File: config.mk
export PLATFORM = sky130hd
export DESIGN_NAME = sles_lane_status
export DESIGN_NICKNAME = d
export VERILOG_FILES = /design/src/common/sles_pkg.sv /design/src/sles_err_counter.sv /design/src/sles_lane_status.sv
export SDC_FILE = /design/constraint.sdc
export NUM_CORES = 1
export LEC_CHECK = 0
export CORE_MARGIN = 2
export CORE_UTILIZATION = 58
export CTS_CLUSTER_DIAMETER = 80
export CTS_CLUSTER_SIZE = 10
export DETAILED_ROUTE_END_ITERATION = 8
export DONT_BUFFER_PORTS = 1
export PLACE_DENSITY = 0.76
export SLEW_MARGIN = 20
export SYNTH_ARGS = -nofsm -noshare
export SYNTH_HDL_FRONTEND = slang
export SYNTH_HIERARCHICAL = 1
export SYNTH_SLANG_ARGS = --single-unit
File: constraint.sdc
create_clock -name aclk -period 2.45 [get_ports aclk]
set_input_delay 0.49 -clock aclk [delete_from_list [all_inputs] [get_ports aclk]]
set_output_delay 0.49 -clock aclk [all_outputs]
set_load 0.05 [all_outputs]
File: src/common/sles_pkg.sv
// Constants, register indices and carrier types for the lane error status block.
// Assumes a 32-bit AXI4-Lite master and lane decoders on the same clock.
package sles_pkg;
    localparam int AXI_AW = 16;
    localparam int LANES = 8;
    localparam int NUM_LINKS = 2;
    localparam int PAGE_W = 1;
    localparam int CNT_W = 8;
    localparam int NIT_LANES = 2;
    localparam int NIT_LSB = 6;
    localparam int PAGE_LSB = 0;
    localparam int ALIGN_LSB = 0;

    // Register indices; byte address is four times the index
    localparam logic [11:0] IDX_LINK_PAGE = 12'h300;
    localparam logic [11:0] IDX_LANE_ALIGN = 12'h46c;
    localparam logic [11:0] IDX_DISP_FLAGS = 12'h46d;
    localparam logic [11:0] IDX_NIT_FLAGS = 12'h46e;
    localparam logic [11:0] IDX_ERR_THRESH = 12'h480;

    localparam logic [PAGE_W-1:0] PAGE_RST = 1'h0;
    localparam logic [7:0] THRESH_RST = 8'h01;
    localparam logic [CNT_W-1:0] CNT_RST = 8'h00;
    localparam logic [CNT_W-1:0] CNT_MAX = 8'hff;
    localparam logic [1:0] RESP_OKAY = 2'h0;
    localparam logic [1:0] RESP_SLVERR = 2'h2;

    typedef struct packed {
        logic [AXI_AW-1:0] awaddr;
        logic awvalid;
        logic [31:0] wdata;
        logic [3:0] wstrb;
        logic wvalid;
        logic bready;
        logic [AXI_AW-1:0] araddr;
        logic arvalid;
        logic rready;
    } sles_axi_req_t;

    typedef struct packed {
        logic awready;
        logic wready;
        logic bvalid;
        logic [1:0] bresp;
        logic arready;
        logic rvalid;
        logic [31:0] rdata;
        logic [1:0] rresp;
    } sles_axi_rsp_t;

    typedef struct packed {
        logic lane0_align_ok;
        logic [LANES-1:0] disparity_evt;
        logic [NIT_LANES-1:0] invalid_code_evt;
    } sles_lane_evt_t;

    function automatic logic [11:0] sles_reg_index(input logic [AXI_AW-1:0] addr);
        return addr[13:2];
    endfunction
endpackage

File: src/sles_err_counter.sv
// Saturating per-lane error counter.
// Assumes one event pulse per detected error, on the same clock.
module sles_err_counter #(
    parameter int CNT_W = 8
) (
    input wire logic aclk,
    input wire logic aresetn,
    input wire logic ce,
    input wire logic evt,
    output logic [CNT_W-1:0] count
);
    typedef struct packed {
        logic [CNT_W-1:0] count;
    } sles_cnt_state_t;

    sles_cnt_state_t st;
    sles_cnt_state_t nx;

    always_comb begin
        nx = st;
        if (evt && st.count != {CNT_W{1'b1}}) begin
            nx.count = CNT_W'(st.count + 1'b1);
        end
    end

    always_ff @(posedge aclk) begin
        if (!aresetn) begin
            st.count <= '0;
        end else if (ce) begin
            st <= nx;
        end
    end

    assign count = st.count;
endmodule

File: src/sles_lane_status.sv
// Lane deskew and lane error status registers behind an AXI4-Lite slave.
// Assumes lane event pulses and alignment levels come from logic on aclk.
//
// Local design decision: the AXI4-Lite interface to the registers.
module sles_lane_status (
    input wire logic aclk,
    input wire logic aresetn,
    input wire logic ce,
    input sles_pkg::sles_axi_req_t axi_req,
    output sles_pkg::sles_axi_rsp_t axi_rsp,
    input sles_pkg::sles_lane_evt_t lane_evt [sles_pkg::NUM_LINKS]
);
    typedef struct packed {
        logic awready;
        logic wready;
        logic aw_got;
        logic w_got;
        logic [11:0] aw_idx;
        logic [31:0] wdata;
        logic [3:0] wstrb;
        logic bvalid;
        logic [1:0] bresp;
        logic arready;
        logic rvalid;
        logic [31:0] rdata;
        logic [1:0] rresp;
        logic [sles_pkg::PAGE_W-1:0] page;
        logic [7:0] thresh;
        logic [sles_pkg::NUM_LINKS-1:0] align;
    } sles_top_state_t;

    sles_top_state_t st;
    sles_top_state_t nx;

    logic [sles_pkg::CNT_W-1:0] disp_cnt [sles_pkg::NUM_LINKS][sles_pkg::LANES];
    logic [sles_pkg::CNT_W-1:0] nit_cnt [sles_pkg::NUM_LINKS][sles_pkg::NIT_LANES];
    logic [sles_pkg::LANES-1:0] disp_flags;
    logic [sles_pkg::NIT_LANES-1:0] nit_flags;
    logic [7:0] rd_byte;
    logic [1:0] rd_resp;
    logic [1:0] wr_resp;

    // One disparity counter per link and lane; invalid code counters per link for the first NIT_LANES lanes only
    for (genvar l = 0; l < sles_pkg::NUM_LINKS; l++) begin : g_link
        for (genvar i = 0; i < sles_pkg::LANES; i++) begin : g_disp
            sles_err_counter #(.CNT_W(sles_pkg::CNT_W)) u_disp (
                .aclk(aclk),
                .aresetn(aresetn),
                .ce(ce),
                .evt(lane_evt[l].disparity_evt[i]),
                .count(disp_cnt[l][i])
            );
        end
        for (genvar k = 0; k < sles_pkg::NIT_LANES; k++) begin : g_nit
            sles_err_counter #(.CNT_W(sles_pkg::CNT_W)) u_nit (
                .aclk(aclk),
                .aresetn(aresetn),
                .ce(ce),
                .evt(lane_evt[l].invalid_code_evt[k]),
                .count(nit_cnt[l][k])
            );
        end
    end

    // Flags of the selected link page
    always_comb begin
        for (int i = 0; i < sles_pkg::LANES; i++) begin
            disp_flags[i] = disp_cnt[st.page][i] >= st.thresh;
        end
        for (int k = 0; k < sles_pkg::NIT_LANES; k++) begin
            nit_flags[k] = nit_cnt[st.page][k] >= st.thresh;
        end
    end

    // Read word for the address offered on the read channel
    always_comb begin
        rd_byte = 8'h00;
        rd_resp = sles_pkg::RESP_OKAY;
        unique case (sles_pkg::sles_reg_index(axi_req.araddr))
            sles_pkg::IDX_LINK_PAGE: begin
                rd_byte[sles_pkg::PAGE_LSB +: sles_pkg::PAGE_W] = st.page;
            end
            sles_pkg::IDX_ERR_THRESH: begin
                rd_byte = st.thresh;
            end
            sles_pkg::IDX_LANE_ALIGN: begin
                rd_byte[sles_pkg::ALIGN_LSB] = st.align[st.page];
            end
            sles_pkg::IDX_DISP_FLAGS: begin
                rd_byte = disp_flags;
            end
            sles_pkg::IDX_NIT_FLAGS: begin
                rd_byte[sles_pkg::NIT_LSB +: sles_pkg::NIT_LANES] = nit_flags;
            end
            default: begin
                rd_resp = sles_pkg::RESP_SLVERR;
            end
        endcase
    end

    always_comb begin
        nx = st;
        wr_resp = sles_pkg::RESP_OKAY;
        for (int l = 0; l < sles_pkg::NUM_LINKS; l++) begin
            nx.align[l] = lane_evt[l].lane0_align_ok;
        end
        if (axi_req.awvalid && st.awready) begin
            nx.aw_got = 1'b1;
            nx.aw_idx = sles_pkg::sles_reg_index(axi_req.awaddr);
        end
        if (axi_req.wvalid && st.wready) begin
            nx.w_got = 1'b1;
            nx.wdata = axi_req.wdata;
            nx.wstrb = axi_req.wstrb;
        end
        if (axi_req.bready && st.bvalid) begin
            nx.bvalid = 1'b0;
        end
        if (nx.aw_got && nx.w_got && !nx.bvalid) begin
            unique case (nx.aw_idx)
                sles_pkg::IDX_LINK_PAGE: begin
                    if (nx.wstrb[0]) begin
                        nx.page = nx.wdata[sles_pkg::PAGE_LSB +: sles_pkg::PAGE_W];
                    end
                end
                sles_pkg::IDX_ERR_THRESH: begin
                    if (nx.wstrb[0]) begin
                        nx.thresh = nx.wdata[7:0];
                    end
                end
                // Status words accept the write and keep their value
                sles_pkg::IDX_LANE_ALIGN, sles_pkg::IDX_DISP_FLAGS, sles_pkg::IDX_NIT_FLAGS: begin
                    wr_resp = sles_pkg::RESP_OKAY;
                end
                default: begin
                    wr_resp = sles_pkg::RESP_SLVERR;
                end
            endcase
            nx.bresp = wr_resp;
            nx.bvalid = 1'b1;
            nx.aw_got = 1'b0;
            nx.w_got = 1'b0;
        end
        nx.awready = !nx.aw_got && !nx.bvalid;
        nx.wready = !nx.w_got && !nx.bvalid;
        if (axi_req.rready && st.rvalid) begin
            nx.rvalid = 1'b0;
        end
        if (axi_req.arvalid && st.arready) begin
            nx.rvalid = 1'b1;
            nx.rdata = {24'h000000, rd_byte};
            nx.rresp = rd_resp;
        end
        nx.arready = !nx.rvalid;
    end

    always_ff @(posedge aclk) begin
        if (!aresetn) begin
            st <= '{awready: 1'b1, wready: 1'b1, aw_got: 1'b0, w_got: 1'b0, aw_idx: 12'h000,
                wdata: 32'h00000000, wstrb: 4'h0, bvalid: 1'b0, bresp: sles_pkg::RESP_OKAY,
                arready: 1'b1, rvalid: 1'b0, rdata: 32'h00000000, rresp: sles_pkg::RESP_OKAY,
                page: sles_pkg::PAGE_RST, thresh: sles_pkg::THRESH_RST, align: '0};
        end else if (ce) begin
            st <= nx;
        end
    end

    assign axi_rsp.awready = st.awready;
    assign axi_rsp.wready = st.wready;
    assign axi_rsp.bvalid = st.bvalid;
    assign axi_rsp.bresp = st.bresp;
    assign axi_rsp.arready = st.arready;
    assign axi_rsp.rvalid = st.rvalid;
    assign axi_rsp.rdata = st.rdata;
    assign axi_rsp.rresp = st.rresp;

    // Helpers watched by the checks below
    logic sel_align;
    logic [sles_pkg::CNT_W-1:0] disp_sel0;
    logic [11:0] rd_idx;
    logic [sles_pkg::PAGE_W-1:0] wr_page_field;
    assign sel_align = st.align[st.page];
    assign disp_sel0 = disp_cnt[st.page][0];
    assign rd_idx = sles_pkg::sles_reg_index(axi_req.araddr);
    assign wr_page_field = axi_req.wdata[sles_pkg::PAGE_LSB +: sles_pkg::PAGE_W];
endmodule

Word-level counts from Yosys, hierarchy flattened
Cells that the tools add are included.
{"block": "classes", "n_lt_le_gt_ge": 12, "eq_ne": 30, "reduce_logical": 61, "n_addsub": 20, "bitwise_logic": 1, "n_mux": 22}
{"cell": "2-to-1 mux 64 bit", "n": 3}
{"cell": "adder 8 x 1 -> 8 bit, second input constant", "n": 20}
{"cell": "!= test 8 bit, second input constant", "n": 20}
{"cell": "equality test 12 x 11 -> 1 bit, second input constant", "n": 8}
{"cell": ">= comparator 8 bit", "n": 10}
{"cell": "2-to-1 mux 16 bit", "n": 3}
{"cell": "AND reduction 2 bit", "n": 23}
{"cell": "2-to-1 mux 35 bit", "n": 1}
{"cell": "logical AND 1 bit", "n": 29}
{"cell": "equality test 12 x 10 -> 1 bit, second input constant", "n": 2}
{"cell": "2-to-1 mux 12 bit", "n": 2}
{"cell": "case mux 5 bit (2 select lines)", "n": 1}
{"cell": "OR reduction 5 bit", "n": 2}
{"cell": "AND reduction 4 bit", "n": 2}
{"cell": "2-to-1 mux 1 bit", "n": 6}
{"cell": "2-to-1 mux 2 bit", "n": 3}
{"cell": "case mux 2 bit (3 select lines)", "n": 1}
{"cell": "logical NOT 1 bit", "n": 5}
{"cell": "case mux 1 bit (4 select lines)", "n": 1}
{"cell": "2-to-1 mux 3 bit", "n": 1}
{"cell": ">= comparator 2 bit, second input constant", "n": 1}
{"cell": "< comparator 1 x 2 -> 1 bit, second input constant", "n": 1}
{"cell": "inverter 1 -> 2 bit", "n": 1}
{"block": "totals", "ff_bits": 214, "in_bits": 98, "out_inout_bits": 41, "word_cells": 183}

Logic depth before layout (Yosys ltp)
{"block": "depth", "word_depth": 8, "mapped_depth": 9, "depth_no_buf": 7}

Modules after synthesis
The synthesis kept the hierarchy.
{"module": "sles_err_counter", "area_per_inst_um2": 374.1, "seq_area_each_um2": 160.2, "cells_each": 43, "instances": 20}
{"module": "sles_lane_status", "area_per_inst_um2": 5156.2, "seq_area_each_um2": 980.9, "cells_each": 609, "instances": 1}

Worst setup path after synthesis
No wires, ideal clock.
{"block": "synth_path", "path_type": "reg2reg", "startpoint": "register st[10] (netlist name)", "endpoint": "register st (netlist bit axi_rsp[6])", "stages_incl_launch_ff": 9, "path_slack_ps": 66, "setup_time_ps": 70, "synth_period_minus_slack_ps": 2384, "path_buffers": 2, "arrival_time_ps": 2314, "path_cell_list": "dfxtp_1 clkbuf_1 clkbuf_1 mux2_2 ha_1 a21o_1 a211oi_1 or4_1 a21oi_1"}
{"block": "synth_between", "elab_chain_cells": 6}
{"element": "from (decl)", "line": "sles_lane_status.sv:32", "rtl": "sles_top_state_t st;"}
{"element": "from (signal assigned)", "line": "sles_lane_status.sv:159", "rtl": "st <= '{awready: 1'b1, wready: 1'b1, aw_got: 1'b0, w_got: 1'b0, aw_idx: 12'h000,"}
{"element": "from (signal assigned)", "line": "sles_lane_status.sv:164", "rtl": "st <= nx;"}
{"element": "inverter 1 -> 2 bit"}
{"element": "2-to-1 mux 64 bit (3 in series)"}
{"element": ">= comparator 8 bit", "line": "sles_lane_status.sv:68", "rtl": "disp_flags[i] = disp_cnt[st.page][i] >= st.thresh;"}
{"element": "case mux 5 bit (2 select lines)", "line": "sles_lane_status.sv:79", "rtl": "unique case (sles_pkg::sles_reg_index(axi_req.araddr))"}
No other way between the ends. The select of a mux whose other input is x is not followed.
A chain may end at the register's enable or synchronous reset.

Worst setup path after layout
Same ends and word-level chain as after synthesis.

==> results_tabular.tex <==
\begin{tabular}{lr}
\hline
Metric & Value \\
\hline
\multicolumn{2}{l}{\textbf{Setup path}} \\
Critical path capture point type & flip-flop \\
Reg2reg end & axi\_rsp[6] \\
Arrival time of data at the critical path endpoint & 2.75 ns \\
Startpoint of the worst register-to-register path & st[10] \\
Worst-case reg-to-reg path depth & 7 \\
Data required time at the worst endpoint & 2.89 ns \\
Critical Path Start & st[10] \\
Capture point of the critical path & axi\_rsp[6] \\
Kind of start point of the critical path & flip-flop \\
Classification of the worst setup path & flip-flop to flip-flop \\
CP Max Fanout & 23 \\
Minimum setup slack among reg-to-reg paths & 0.14 ns \\
\multicolumn{2}{l}{\textbf{Synthesis}} \\
Commonest register cell after synthesis & sky130\_fd\_sc\_hd\_\_dfxtp\_1 \\
Synthesized instance count & 1469 \\
Cells taking the most area after synthesis & sky130\_fd\_sc\_hd\_\_dfxtp\_1, sky130\_fd\_sc\_hd\_\_ha\_1, sky130\_fd\_sc\_hd\_\_a21oi\_1 \\
Number of synthesized flops with an enable pin & 0 \\
Mean area per synthesized cell & 8.60 um\^{}2 \\
Flops \& latches, synth & 209 \\
Commonest cells post-synth & sky130\_fd\_sc\_hd\_\_dfxtp\_1, sky130\_fd\_sc\_hd\_\_a21oi\_1, sky130\_fd\_sc\_hd\_\_nand2\_1, sky130\_fd\_sc\_hd\_\_o21ai\_0, sky130\_fd\_sc\_hd\_\_ha\_1 \\
Count of cell types in the netlist & 50 \\
Warnings, synthesis & 6 \\
Sequential-to-total area share from yosys stat & 33.1\% \\
Biggest area consumer among synthesized cells & sky130\_fd\_sc\_hd\_\_dfxtp\_1 \\
Area share of the largest cell type after synthesis & 33.1\% \\
Async S/R FF share, synth & 0\% \\
Netlist area before placement & 12600 um\^{}2 \\
Most instantiated library cell after synthesis & sky130\_fd\_sc\_hd\_\_dfxtp\_1 \\
\multicolumn{2}{l}{\textbf{GRT}} \\
GRT overflow & 0 \\
Number of global-route vias before repair & 10181 \\
Antenna violations before repair & 0 \\
Largest net degree at the start of global routing & 38 \\
Overall routing resource usage & 25.7\% \\
First-pass GRT wire length & 48700 um \\
\multicolumn{2}{l}{\textbf{Timing}} \\
Final Setup Violations & 0 \\
Setup WS post-layout & 0.144 ns \\
Setup Skew & 0.0232 ns \\
Hold violation total from the final report & 0 \\
Final Slew Violations & 0 \\
Worst Tran Pin Value & 0.646 ns \\
RSZ-0062 raised after global routing & no \\
Max transition margin & 56.9\% \\
Final worst-path cycle share & 94.1\% \\
Final-layout setup total negative slack & 0 ns \\
Final worst path period need & 2.31 ns \\
FMAX & 0.434 GHz \\
\multicolumn{2}{l}{\textbf{Floorplanning}} \\
Number of rows created at floorplan & 54 \\
Vertical die dimension & 152 um \\
Die width & 152 um \\
Overall die area & 23000 um\^{}2 \\
Number of placed I/O pins & 139 \\
Starting density of the core & 58.5\% \\
Core area & 21600 um\^{}2 \\
\multicolumn{2}{l}{\textbf{Clock network}} \\
Number of buffers inserted during clock tree synthesis & 24 \\
Post-CTS Setup Bufs & 0 \\
Number of H-tree levels & 1 \\
Bufs on Longest Clock Path & 3 \\
Sink Count & 209 \\
Hold buffer count at CTS & 0 \\
Clock slew seen by the registers of the worst setup and hold paths & 0.06 ns \\
Root buffer cell & sky130\_fd\_sc\_hd\_\_clkbuf\_16 \\
CTS tree & yes \\
Clk\_lat worst skew & 0.53 ns \\
Post-cts resize count & 0 \\
\multicolumn{2}{l}{\textbf{Place}} \\
Standard cell area after detailed placement & 12700 um\^{}2 \\
Final GP Congestion & 0.814 \\
DP Cell Count & 1713 \\
Count of buffers from port buffering & 0 \\
Pre-CTS WS & 0.175 ns \\
DP Wirelength & 20800 um \\
\multicolumn{2}{l}{\textbf{Drt}} \\
Remaining antenna violation count after routing & 0 \\
Vias & 11008 \\
Wire length reported by the detailed router & 29900 um \\
Post-route DRC & 0 \\
DRC violation total after the first TritonRoute iteration & 578 \\
Number of iterations in the first detailed-routing pass & 4 \\
Detailed-route vias per instance & 6.33 \\
DR WL/cell & 17.2 um \\
\multicolumn{2}{l}{\textbf{Worst hold path}} \\
Launch instance of the worst min-delay path & aresetn \\
Worst hold path stage count & 1 \\
Tightest Hold Check Type & input pin to flip-flop \\
\multicolumn{2}{l}{\textbf{Pwr}} \\
Cell leakage power & 4.97 nW \\
Switching power & 0.00188 W \\
Internal Pwr Total & 0.00541 W \\
Power per cell area & 549 nW/um\^{}2 \\
Part of the power in registers & 49.6\% \\
Clock share of power & 42.4\% \\
Logic gate share of total power & 8.1\% \\
Fraction of power spent switching nets & 25.8\% \\
Maximum VDD drop & 0.000498 V \\
\multicolumn{2}{l}{\textbf{Cells and area}} \\
Fillers & 1925 \\
Nets & 1657 \\
Antenna Cells & 0 \\
Multi-input logic area & 7710 um\^{}2 \\
Design Area, Final & 13300 um\^{}2 \\
Final core utilization & 61.5\% \\
Share of cells above drive strength 1 & 9.04\% \\
Layout area overhead & 5.19\% \\
Combined flip-flop and latch cell area & 4190 um\^{}2 \\
Non-filler instance count after layout & 1740 \\
\multicolumn{2}{l}{\textbf{Flow run}} \\
Number of max-cap violations & 0 \\
\multicolumn{2}{l}{\textbf{Run status}} \\
Run status & finished, final reports clean \\
\hline
\end{tabular}
## worst max-delay path: stages, from the launching register on
cell and delay (ns):
sky130_fd_sc_hd__dfxtp_4 0.50, sky130_fd_sc_hd__buf_12 0.22, sky130_fd_sc_hd__mux2_2 0.36, sky130_fd_sc_hd__ha_1 0.27, sky130_fd_sc_hd__a21o_1 0.12, sky130_fd_sc_hd__a211oi_1 0.07
sky130_fd_sc_hd__or4_1 0.51, sky130_fd_sc_hd__a21oi_1 0.14
## cell families after synthesis
family | count (synthesis) | synth area share, %
XOR/XNOR | 20 | 1.39
multiplexers | 113 | 9.65
other | 1 | 0.0297
buffers and inverters | 139 | 6.67
AND/OR/NAND/NOR | 489 | 20.5
flip-flops | 209 | 33.1
AO/OA/AOI/OAI | 398 | 18.8
adder cells (fa/ha/maj) | 100 | 9.90
## worst min-delay path by stage
stage                  end  slack (ns)
5_1_grt        axi_rsp[35]        0.05
4_1_cts        axi_rsp[35]        0.04
2_1_floorplan       st[54]        0.43
3_3_place_gp        st[54]        0.44
6_report       axi_rsp[35]        0.06
3_5_place_dp        st[61]        0.45
## power by group through the flow
stage	Clock [W]	Combinational, W	Sequential, W
6_report	0.00309	0.000589	0.00362
5_1_grt	0.00326	0.000660	0.00362
4_1_cts	0.00314	0.000587	0.00361
3_5_place_dp	0	0.000583	0.00369
3_3_place_gp	0	0.000565	0.00368
2_1_floorplan	0	0.000618	0.00362
## routing by layer
| metal | GRT usage [%] | vias to the layer above | part of all wire (%) |
|---|---|---|---|
| li1 | - | 5410 | - |
| met2 | 43.2 | 265 | 47 |
| met1 | 33.8 | 5286 | 45 |
| met4 | 6.71 | 0 | 2.2 |
| met3 | 5.03 | 47 | 5.5 |
| met5 | 0 | - | 0 |
## metrics by stage
| step | hold WS, ns | total power [W] |
|---|---|---|
| 2_1_floorplan | 0.433 | 0.00424 |
| 3_3_place_gp | 0.439 | 0.00425 |
| 3_5_place_dp | 0.446 | 0.00427 |
| 4_1_cts | 0.0405 | 0.00735 |
| 5_1_grt | 0.0510 | 0.00754 |
| 6_report | 0.0646 | 0.00729 |
## placed cells by master (no fill, tap or decap), drive strengths merged, types with 9 or more instances in the layout
cell type	n
conb	26
a21oi	188
and4	20
nand4	27
mux2	71
nand2b	11
or3	80
nand3	66
or4	44
nand2	132
nor3	9
a41o	21
ha	100
xor2	20
mux2i	42
o31ai	42
nor2	72
buf	24
clkbuf	26
dfxtp	209
o21ai	105
inv	53
## state kept, by name, indices dropped and copies added, names as in the netlist
register	count
st	34
g_link.g_nit.u_nit/count	32
g_link.g_disp.u_disp/count	128
axi_rsp	15
## cell type report
class | count | share of cell area (%)
Clock inverter | 1 | 0.122
Inverter | 54 | 1.52
Tap cell | 280 | 2.64
Clock buffer | 26 | 4.57
Sequential cell | 209 | 31.5
Multi-Input combinational cell | 1146 | 58.0
Timing Repair Buffer | 24 | 1.64
Power figures use the tool's default switching activity.
